$ cat src/rtl/gpfm_defines.vh
`ifndef GPFM_DEFINES_VH
`define GPFM_DEFINES_VH
// Summary of operation
// [RULE1] Pin 12: gpio, priority, serial rx, debug rx
// [RULE2] Pin 11: gpio, request, serial tx, debug tx
// [RULE3] Pin 10: narrowband wake output in wake mode
// [RULE4] Pin 9 lan wake out, pin 8 in
// [RULE5] Pin 7: gpio, narrowband lamp, lan reset
// [RULE6] Pin 6 audio receive data input
// [RULE7] Pin 5 audio transmit data output
// [RULE8] Pin 4 bit clock, direction by role
// [RULE9] Pin 3 codec clock or lan lamp
// [RULE10] Pin 2 frame sync, direction by role
// [RULE11] Low energy sync on pin 2 or 29
// [RULE12] Pin 1 resets narrowband subsystem only
// [RULE13] Pin 0 oscillator enable, boot high, tristate down; the code applies i_pdn_oe[0] in down after firmware
// [RULE14] Pins 1-12 inputs, programmable down state, pulls
// [RULE15] Front-end lines low in reset, boot, down; the code drives i_fe_pdn_val in down after firmware
// [RULE16] Wake sideband active low, input, no pulls; the code drives it low when functional and i_link_wake_n is low
// [RULE17] Clock request sideband drives low after reset
// [RULE18] Link reset input shares pin 31, pull-down
// [RULE19] Post-boot state holds until firmware download
// [RULE20] Pulls act only while pad is input
// [RULE21] One selector per pin, default plain input
// [RULE22] Power-down applies programmed per-pad state

// Function selector codes
`define GPFM_SEL_GPIO    3'h0
`define GPFM_SEL_ALT1    3'h1
`define GPFM_SEL_ALT2    3'h2
`define GPFM_SEL_ALT3    3'h3
// Field widths
`define GPFM_SEL_W       3
`define GPFM_NPINS       13
`define GPFM_NFE         16
// Reset values
`define GPFM_PULLUP_RST  13'h1_FFE
`define GPFM_FE_RST      16'h0000
`endif

$ cat src/rtl/gpfm_pad_cell.v
`timescale 1ns/10ps
// Single pad with pull gating and power-down override
module gpfm_pad_cell (
	// Functional side
	input  wire i_fn_oe,
	input  wire i_fn_out,
	input  wire i_pu_en,
	input  wire i_pd_en,
	// Power-down side
	input  wire i_pdn,
	input  wire i_pdn_oe,
	input  wire i_pdn_val,
	// Pad side
	output wire o_oe,
	output wire o_out,
	output wire o_pu,
	output wire o_pd
);
	// Power-down state replaces functional state
	assign o_oe  = i_pdn ? i_pdn_oe  : i_fn_oe;  // see [RULE22]
	assign o_out = i_pdn ? i_pdn_val : i_fn_out;
	// Pulls only when the pad is an input
	assign o_pu  = i_pu_en & ~o_oe;              // see [RULE20]
	assign o_pd  = i_pd_en & ~o_oe;
endmodule

$ cat src/rtl/gpfm_boot_phase.v
`timescale 1ns/10ps
`include "gpfm_defines.vh"
// Tracks reset, post-boot and functional phases
module gpfm_boot_phase (
	// Clock and reset
	input  wire i_sys_clk,
	input  wire i_rst_n,
	// Phase events
	input  wire i_boot_done,
	input  wire i_fw_dl_start,
	// Phase flags
	output reg  o_post_boot,
	output reg  o_functional
);
	localparam ST_RESET = 3'b001;
	localparam ST_BOOT  = 3'b010;
	localparam ST_FUNC  = 3'b100;
	reg [2:0] state_reg;
	reg [2:0] state_next;

	// Phase sequencing
	always @* begin
		state_next = state_reg;
		case (state_reg)
			ST_RESET: begin
				if (i_boot_done)
					state_next = ST_BOOT;
			end
			ST_BOOT: begin
				if (i_fw_dl_start)
					state_next = ST_FUNC;  // see [RULE19]
			end
			ST_FUNC: state_next = ST_FUNC;
			default: state_next = ST_RESET;
		endcase
	end

	// State and flags
	always @(posedge i_sys_clk or negedge i_rst_n) begin
		if (!i_rst_n) begin
			state_reg    <= ST_RESET;
			o_post_boot  <= 1'b0;
			o_functional <= 1'b0;
		end else begin
			state_reg    <= state_next;
			o_post_boot  <= (state_next == ST_BOOT);
			o_functional <= (state_next == ST_FUNC);
		end
	end
endmodule

$ cat src/rtl/gpfm_pin_mux.v
`timescale 1ns/10ps
`include "gpfm_defines.vh"
// ****************************************
// Pin function multiplexer top
// ****************************************
module gpfm_pin_mux #(
	parameter NPINS = `GPFM_NPINS,
	parameter NFE   = `GPFM_NFE
) (
	// Clock and reset
	input  wire                 i_sys_clk,
	input  wire                 i_rst_n,
	// Phase control
	input  wire                 i_boot_done,
	input  wire                 i_fw_dl_start,
	input  wire                 i_power_down_state,
	// Configuration
	input  wire [NPINS*3-1:0]   i_func_sel,
	input  wire                 i_audio_central,
	input  wire                 i_le_sync_on_29,
	input  wire [NPINS-1:0]     i_pu_en,
	input  wire [NPINS-1:0]     i_pd_en,
	input  wire [NPINS-1:0]     i_pdn_oe,
	input  wire [NPINS-1:0]     i_pdn_val,
	input  wire [NFE-1:0]       i_fe_pdn_val,
	// Plain pin control
	input  wire [NPINS-1:0]     i_gpio_oe,
	input  wire [NPINS-1:0]     i_gpio_out,
	// Internal function sources
	input  wire                 i_coex_serial_tx,
	input  wire                 i_debug_serial_tx,
	input  wire                 i_narrowband_wake_to_host,
	input  wire                 i_lan_wake_to_host,
	input  wire                 i_narrowband_activity_lamp,
	input  wire                 i_lan_activity_lamp,
	input  wire                 i_audio_tx_data,
	input  wire                 i_audio_bit_clk,
	input  wire                 i_audio_frame_sync,
	input  wire                 i_stereo_codec_clock,
	input  wire                 i_ext_oscillator_enable,
	input  wire [NFE-1:0]       i_front_end_ctrl_line,
	input  wire                 i_link_wake_n,
	input  wire                 i_link_clock_request_n,
	// Pad inputs
	input  wire [NPINS-1:0]     i_pad_in,
	input  wire                 i_pad29_in,
	input  wire                 i_link_reset_n_pad,
	input  wire                 i_link_wake_n_pad,
	input  wire                 i_link_clock_request_n_pad,
	// Pad outputs
	output reg  [NPINS-1:0]     o_pad_oe,
	output reg  [NPINS-1:0]     o_pad_out,
	output reg  [NPINS-1:0]     o_pad_pu,
	output reg  [NPINS-1:0]     o_pad_pd,
	output reg  [NFE-1:0]       o_fe_oe,
	output reg  [NFE-1:0]       o_fe_out,
	output reg                  o_link_wake_n_oe,
	output reg                  o_link_wake_n_out,
	output reg                  o_link_clock_request_n_oe,
	output reg                  o_link_clock_request_n_out,
	output reg                  o_link_reset_pd,
	// Decoded inputs to functions
	output reg                  o_coex_priority_in,
	output reg                  o_coex_request_in,
	output reg                  o_coex_serial_rx,
	output reg                  o_debug_serial_rx,
	output reg                  o_lan_wake_request_in,
	output reg                  o_lan_subsystem_reset_in,
	output reg                  o_narrowband_subsystem_reset_in,
	output reg                  o_audio_rx_data,
	output reg                  o_audio_bit_clk_in,
	output reg                  o_audio_frame_sync_in,
	output reg                  o_low_energy_audio_sync,
	output reg                  o_link_reset_n,
	output reg                  o_link_wake_n_in,
	output reg                  o_link_clock_request_n_in,
	output reg  [NPINS-1:0]     o_gpio_in
);
	// ****************************************
	// Selector decode
	// ****************************************
	function [2:0] sel_of;
		input [NPINS*3-1:0] vec;
		input integer       idx;
		begin
			sel_of = vec[idx*3 +: 3];
		end
	endfunction

	wire post_boot;
	wire functional;
	reg  [NPINS-1:0] fn_oe;
	reg  [NPINS-1:0] fn_out;
	reg  [NPINS-1:0] alt_active;
	wire [NPINS-1:0] cell_oe;
	wire [NPINS-1:0] cell_out;
	wire [NPINS-1:0] cell_pu;
	wire [NPINS-1:0] cell_pd;
	reg  [NPINS-1:0] pdn_oe_eff;
	reg  [NPINS-1:0] pdn_val_eff;
	reg  [NPINS*3-1:0] sel_eff;
	integer k;

	gpfm_boot_phase u_phase (
		.i_sys_clk     (i_sys_clk),
		.i_rst_n       (i_rst_n),
		.i_boot_done   (i_boot_done),
		.i_fw_dl_start (i_fw_dl_start),
		.o_post_boot   (post_boot),
		.o_functional  (functional)
	);

	// Per-pin function steering
	always @* begin
		fn_oe      = {NPINS{1'b0}};
		fn_out     = {NPINS{1'b0}};
		alt_active = {NPINS{1'b0}};
		if (functional) begin
			for (k = 0; k < NPINS; k = k + 1) begin
				fn_oe[k]      = i_gpio_oe[k];
				fn_out[k]     = i_gpio_out[k];
				alt_active[k] = (sel_of(i_func_sel, k) != `GPFM_SEL_GPIO);  // see [RULE21]
			end
			// Pin 12 alternates are all inputs
			if (alt_active[12])
				fn_oe[12] = 1'b0;  // see [RULE1]
			// Pin 11 request input or serial outputs
			case (sel_of(i_func_sel, 11))
				`GPFM_SEL_ALT1: fn_oe[11] = 1'b0;  // see [RULE2]
				`GPFM_SEL_ALT2: begin
					fn_oe[11]  = 1'b1;
					fn_out[11] = i_coex_serial_tx;
				end
				`GPFM_SEL_ALT3: begin
					fn_oe[11]  = 1'b1;
					fn_out[11] = i_debug_serial_tx;
				end
				default: ;
			endcase
			if (alt_active[10]) begin
				fn_oe[10]  = 1'b1;
				fn_out[10] = i_narrowband_wake_to_host;  // see [RULE3]
			end
			if (alt_active[9]) begin
				fn_oe[9]  = 1'b1;
				fn_out[9] = i_lan_wake_to_host;  // see [RULE4]
			end
			if (alt_active[8])
				fn_oe[8] = 1'b0;  // see [RULE4]
			case (sel_of(i_func_sel, 7))
				`GPFM_SEL_ALT1: begin
					fn_oe[7]  = 1'b1;
					fn_out[7] = i_narrowband_activity_lamp;  // see [RULE5]
				end
				`GPFM_SEL_ALT2: fn_oe[7] = 1'b0;
				default: ;
			endcase
			if (alt_active[6])
				fn_oe[6] = 1'b0;  // see [RULE6]
			if (alt_active[5]) begin
				fn_oe[5]  = 1'b1;
				fn_out[5] = i_audio_tx_data;  // see [RULE7]
			end
			// Bit clock driven only when device is central
			if (alt_active[4]) begin
				fn_oe[4]  = i_audio_central;  // see [RULE8]
				fn_out[4] = i_audio_bit_clk;
			end
			case (sel_of(i_func_sel, 3))
				`GPFM_SEL_ALT1: begin
					fn_oe[3]  = 1'b1;
					fn_out[3] = i_stereo_codec_clock;  // see [RULE9]
				end
				`GPFM_SEL_ALT2: begin
					fn_oe[3]  = 1'b1;
					fn_out[3] = i_lan_activity_lamp;
				end
				default: ;
			endcase
			case (sel_of(i_func_sel, 2))
				`GPFM_SEL_ALT1: begin
					fn_oe[2]  = i_audio_central;  // see [RULE10]
					fn_out[2] = i_audio_frame_sync;
				end
				`GPFM_SEL_ALT2: fn_oe[2] = 1'b0;  // see [RULE11]
				default: ;
			endcase
			if (alt_active[1])
				fn_oe[1] = 1'b0;  // see [RULE12]
			if (alt_active[0]) begin
				fn_oe[0]  = 1'b1;
				fn_out[0] = i_ext_oscillator_enable;  // see [RULE13]
			end
		end else begin
			// Reset and post-boot: pin 0 drives, others input
			fn_oe[0]  = 1'b1;  // see [RULE14]
			fn_out[0] = post_boot;  // see [RULE13]
		end
	end

	// Power-down values and selectors, defaults apply before firmware
	always @* begin
		pdn_oe_eff  = functional ? i_pdn_oe  : {NPINS{1'b0}};  // see [RULE14]
		pdn_val_eff = functional ? i_pdn_val : {NPINS{1'b0}};
		// Decoded inputs stay idle until firmware owns the pins
		sel_eff     = functional ? i_func_sel : {(NPINS*3){1'b0}};  // see [RULE21]
	end

	genvar g;
	generate
		for (g = 0; g < NPINS; g = g + 1) begin : g_pad
			gpfm_pad_cell u_cell (
				.i_fn_oe   (fn_oe[g]),
				.i_fn_out  (fn_out[g]),
				.i_pu_en   (functional ? i_pu_en[g] : 1'b1),
				.i_pd_en   (functional ? i_pd_en[g] : 1'b0),
				.i_pdn     (i_power_down_state),
				.i_pdn_oe  (pdn_oe_eff[g]),
				.i_pdn_val (pdn_val_eff[g]),
				.o_oe      (cell_oe[g]),
				.o_out     (cell_out[g]),
				.o_pu      (cell_pu[g]),
				.o_pd      (cell_pd[g])
			);
		end
	endgenerate

	// ****************************************
	// Registered pad and function outputs
	// ****************************************
	always @(posedge i_sys_clk or negedge i_rst_n) begin
		if (!i_rst_n) begin
			o_pad_oe                   <= 13'h0001;
			o_pad_out                  <= 13'h0000;
			o_pad_pu                   <= `GPFM_PULLUP_RST;
			o_pad_pd                   <= 13'h0000;
			o_fe_oe                    <= {NFE{1'b1}};
			o_fe_out                   <= `GPFM_FE_RST;
			o_link_wake_n_oe           <= 1'b0;
			o_link_wake_n_out          <= 1'b1;
			o_link_clock_request_n_oe  <= 1'b1;
			o_link_clock_request_n_out <= 1'b0;
			o_link_reset_pd            <= 1'b1;
			o_coex_priority_in         <= 1'b0;
			o_coex_request_in          <= 1'b0;
			o_coex_serial_rx           <= 1'b1;
			o_debug_serial_rx          <= 1'b1;
			o_lan_wake_request_in      <= 1'b0;
			o_lan_subsystem_reset_in   <= 1'b0;
			o_narrowband_subsystem_reset_in <= 1'b0;
			o_audio_rx_data            <= 1'b0;
			o_audio_bit_clk_in         <= 1'b0;
			o_audio_frame_sync_in      <= 1'b0;
			o_low_energy_audio_sync    <= 1'b0;
			o_link_reset_n             <= 1'b0;
			o_link_wake_n_in           <= 1'b1;
			o_link_clock_request_n_in  <= 1'b1;
			o_gpio_in                  <= 13'h0000;
		end else begin
			o_pad_oe  <= cell_oe;
			o_pad_out <= cell_out;
			o_pad_pu  <= cell_pu;
			o_pad_pd  <= cell_pd;
			// Front-end lines low until firmware, programmed value in down
			o_fe_oe   <= {NFE{1'b1}};  // see [RULE15]
			if (!functional)
				o_fe_out <= `GPFM_FE_RST;
			else if (i_power_down_state)
				o_fe_out <= i_fe_pdn_val;
			else
				o_fe_out <= i_front_end_ctrl_line;
			// Sidebands: link reset pull-down only; wake input and clock request low until firmware, then each driven low on request
			o_link_wake_n_oe  <= functional & ~i_link_wake_n;  // see [RULE16]
			o_link_wake_n_out <= 1'b0;
			o_link_clock_request_n_oe  <= ~functional | ~i_link_clock_request_n;  // see [RULE17]
			o_link_clock_request_n_out <= 1'b0;
			o_link_reset_pd <= 1'b1;  // see [RULE18]
			o_link_reset_n  <= i_link_reset_n_pad;
			o_link_wake_n_in          <= i_link_wake_n_pad;
			o_link_clock_request_n_in <= i_link_clock_request_n_pad;
			o_gpio_in <= i_pad_in;
			// Decoded inputs, idle when function not selected
			o_coex_priority_in <= (sel_of(sel_eff, 12) == `GPFM_SEL_ALT1) & i_pad_in[12];
			o_coex_serial_rx   <= (sel_of(sel_eff, 12) == `GPFM_SEL_ALT2) ? i_pad_in[12] : 1'b1;
			o_debug_serial_rx  <= (sel_of(sel_eff, 12) == `GPFM_SEL_ALT3) ? i_pad_in[12] : 1'b1;
			o_coex_request_in  <= (sel_of(sel_eff, 11) == `GPFM_SEL_ALT1) & i_pad_in[11];
			o_lan_wake_request_in <= alt_active[8] & i_pad_in[8];  // see [RULE4]
			o_lan_subsystem_reset_in <= (sel_of(sel_eff, 7) == `GPFM_SEL_ALT2) & i_pad_in[7];
			o_narrowband_subsystem_reset_in <= alt_active[1] & i_pad_in[1];  // see [RULE12]
			o_audio_rx_data       <= alt_active[6] & i_pad_in[6];
			o_audio_bit_clk_in    <= alt_active[4] & ~i_audio_central & i_pad_in[4];
			o_audio_frame_sync_in <= (sel_of(sel_eff, 2) == `GPFM_SEL_ALT1)
				& ~i_audio_central & i_pad_in[2];
			// Only one of pin 2 or pin 29 serves the sync
			if (i_le_sync_on_29)
				o_low_energy_audio_sync <= functional & i_pad29_in;  // see [RULE11]
			else
				o_low_energy_audio_sync <= (sel_of(sel_eff, 2) == `GPFM_SEL_ALT2) & i_pad_in[2];
		end
	end
endmodule

$ cat config.mk
export PLATFORM = sky130hd
export DESIGN_NAME = gpfm_pin_mux
export DESIGN_NICKNAME = d
export VERILOG_FILES = /design/src/rtl/gpfm_pad_cell.v /design/src/rtl/gpfm_boot_phase.v /design/src/rtl/gpfm_pin_mux.v
export VERILOG_INCLUDE_DIRS = /design/src /design/src/rtl
export SDC_FILE = /design/constraint.sdc
export NUM_CORES = 1
export LEC_CHECK = 0
export BUFFER_PORTS_ARGS = -buffer_cell sky130_fd_sc_hd__buf_2
export CAP_MARGIN = 30
export CORE_AREA = 2 2 119 121
export CTS_CLUSTER_SIZE = 12
export DETAILED_ROUTE_END_ITERATION = 12
export DIE_AREA = 0 0 121 123
export GPL_TIMING_DRIVEN = 0
export PLACE_DENSITY = 0.67
export SYNTH_ARGS = -nofsm -noshare
export SYNTH_HDL_FRONTEND = slang
export SYNTH_HIERARCHICAL = 1
export SYNTH_SLANG_ARGS = --single-unit
$ cat constraint.sdc
create_clock -name i_sys_clk -period 1.2 [get_ports i_sys_clk]
set_input_delay 0.12 -clock i_sys_clk [delete_from_list [all_inputs] [get_ports i_sys_clk]]
set_output_delay 0.12 -clock i_sys_clk [all_outputs]
set_load 0.01 [all_outputs]
==> out/qor.txt <==
status -> finished, violations left
failing checks -> setup timing
Critical Path RT -> 1.43 ns
Initial DRT Pass Iterations -> 4
max reg flops -> 16
final worst path period share -> 115%
DRC Markers -> 0
critical path type -> reg -> reg
die width -> 121 µm
CTS sink count -> 103
remaining global-route overflow -> 0
worst path cell trace -> buf_6, buf_12, buf_4, and2_1, mux2_2
final-report setup violation count -> 52
area grow syn2layout -> 67.7%
share of layout cells above drive strength 1 -> 59.5%
TritonCTS clock tree -> done
Max FO, Critical Path -> 6
Critical Path Max Stage Delay -> 0.40 ns
simple-gate share of the synthesized area -> 20.2%
Core Region -> 0.0136 mm²
Hold Vio Cnt, Final -> 0
Power Total -> 10.5 mW
DR vias/cell -> 4.44
Root Driver -> clkbuf_16
YS warnings -> 6
# diodes -> 0
P_leak -> 4.01 nW
vias -> 4124
GRT Total Usage -> 19.1%
critical path arrival -> 1.60 ns
Final Hold Slack -> 0.0202 ns
Post-Synth XOR/XNOR Area -> 0.391%
placer congestion estimate -> 0.819
post-layout minimum cycle time -> 1.38 ns
Syn Inst Count -> 388
Power Density -> 1400 mW/mm²
post-synthesis mux area share -> 11.7%
Post-Route Skew -> 0.00535 ns
worst vdd rail ir drop -> 822 µV
initial antenna violation count -> 1
Synth area leader -> dfrtp_1
max-capacitance violation count -> 0
largest family of logic cells by synthesized area -> simple AND/OR/NAND/NOR gates
count of different cell masters after synthesis -> 38
TritonCTS buffer count -> 9
adder-cell share of the synthesized area -> 0%
ys async rst share -> 100%
first-pass GRT wire length -> 21500 µm
RSZ-0062 raised after global routing -> yes
worst setup margin -> -0.175 ns
sequential area share after synthesis -> 58.0%
die area -> 0.0149 mm²
normalized max-slew margin -> 59.1%
Layout Nets -> 930
post-route ant nets -> 0
Main synth FF type -> dfrtp_1
Biggest register -> o_fe_out
worst skew pair latency -> 0.34 ns
Core Rows -> 43
hold crit path type -> in -> reg
critical path endpoint category -> register
Top-Level Pins -> 302
vias in the first global route -> 4190
largest cells by area after synthesis -> dfrtp_1 (46%), dfstp_2 (12%), and2_1 (9.6%)
H-tree depth -> 3
chip height -> 123 µm
CTS clk-pin slew, worst paths -> 0.07 ns
#FFs+latches synth -> 103
Slew @ Worst Pin -> 0.609 ns
IO Port Bufs -> 283
Post-synth EDFFs -> 0
synthesized area -> 0.00448 mm²
Routed WL -> 15200 µm
routed len/inst -> 16.3 µm
pin count of the biggest net entering global routing -> 66
Slew Viols, Final -> 0
detailed router's first-iteration violation count -> 158
Longest Clk Path Bufs -> 2
mean post-synth cell area -> 11.6 µm²
top-area cell type share of the netlist area -> 46.3%
slowest library cell on the worst path -> dfrtp_1
Compound-Gate Fraction of Synth Area -> 3.66%
hpwl dp -> 10800 µm
Initial Util -> 32.9%
Max Clk Rate -> 0.727 GHz
Startpoint Class -> register
[synthesized netlist by cell type (2+ instances only)]
cell type,instances
dfstp_2,20
buf_4,19
o21ai_0,3
clkbuf_1,9
nand3_1,2
nand3b_1,3
and2_1,69
inv_1,17
nor2b_1,4
nand2_1,9
mux2i_1,38
o311a_1,4
dfrtp_1,83
or3b_1,2
buf_2,3
a21oi_1,12
nor3_1,8
nor2_1,29
nor4b_1,2
nand2b_1,16
nor3b_1,3
mux2_2,13
nor4_1,4
conb_1,2
[through the flow]
step	instance area (µm²)	utilization, %	setup slack, ns	cells	TNS, ns
2_1_floorplan	4560	-	0.00667	405	0
3_3_place_gp	6210	45.6	-1.05	868	-119.25
3_5_place_dp	6240	45.8	-0.630	869	-24.27
4_1_cts	7330	53.9	-0.191	926	-6.25
5_1_grt	7520	55.2	-0.224	929	-7.04
6_report	7520	55.2	-0.175	929	-3.83
[final timing paths]
check / from / end / slack, ns / cells past startpoint
max: u_phase/o_functional / o_pad_out[12] / -0.18 / 5
max reg2reg: u_phase/o_functional / o_pad_out[12] / -0.18 / 5
max in group asynchronous: i_rst_n / o_pad_pu[10] / 0.16 / 3
min in group asynchronous: i_rst_n / o_gpio_in[8] / 0.30 / 2
min reg2reg: u_phase/state_reg[0] / u_phase/state_reg[0] / 0.51 / 1
min: i_front_end_ctrl_line[0] / o_fe_out[0] / 0.02 / 3
[placed cells by master (no fill, tap or decap), types with 6 or more instances in the layout]
master | Yosys | layout
nor3_1 | 8 | 7
dfstp_2 | 20 | 20
conb_1 | 2 | 19
and2_4 | 0 | 21
and2_1 | 69 | 48
buf_2 | 3 | 281
nor2_1 | 29 | 19
inv_1 | 17 | 16
mux2_2 | 13 | 10
nand2b_1 | 16 | 16
mux2i_1 | 38 | 28
dlygate4sd3_1 | 0 | 26
nor2_4 | 0 | 6
a21oi_1 | 12 | 7
buf_6 | 0 | 6
clkbuf_16 | 0 | 14
dfrtp_1 | 83 | 83
buf_4 | 19 | 32
[repair_timing]
action                                  4_1_cts  5_1_grt
resized for setup                            82       48
hold buffers                                 26        0
buffers inserted                             12        6
endpoints found under the hold margin        51        0
pin swaps                                    10       16
endpoints found under the setup margin       66       64
cloned                                        3        0
[where the power goes]
group          total, mW  internal (mW)  switching (mW)
Sequential          4.10           3.95           0.155
Clock               3.42           2.11            1.31
Combinational       3.02           1.57            1.45
Total               10.5           7.63            2.91
[metal layers]
metal / up-vias / global-route usage [%] / wire length (µm)
met1: 1955 / 21.6 / 5800
met5: - / 0 / 13
li1: 1949 / - / -
met4: 2 / 6.54 / 270
met2: 195 / 34.9 / 7940
met3: 23 / 5.07 / 1150
[worst max-delay path, delay by kind of cell, from the launching register on]
family | cells | cell delay (ns)
DFF | 1 | 0.40
buffers and inverters | 3 | 0.46
muxes | 1 | 0.25
and+or+nand+nor | 1 | 0.14
[layout make-up]
cell class              count  area, µm²
plain buffers              29        312
clock buffers              10        239
clock inverters             6        116
fillers                  1171       6090
inverters                  18       75.1
multi-input cells         253       2020
flip-flops and latches    103       2600
well taps                 180        225
repair buffers            330       1930
[cells by family after synthesis]
kind of cell              count (synthesis)
buffers and inverters                    49
and+or+nand+nor                         156
other                                     2
muxes                                    51
DFF                                     103
AOI/OAI and AO/OA                        25
xor gates and xnor gates                  2
Note: power is estimated with default switching activity, not from simulation.
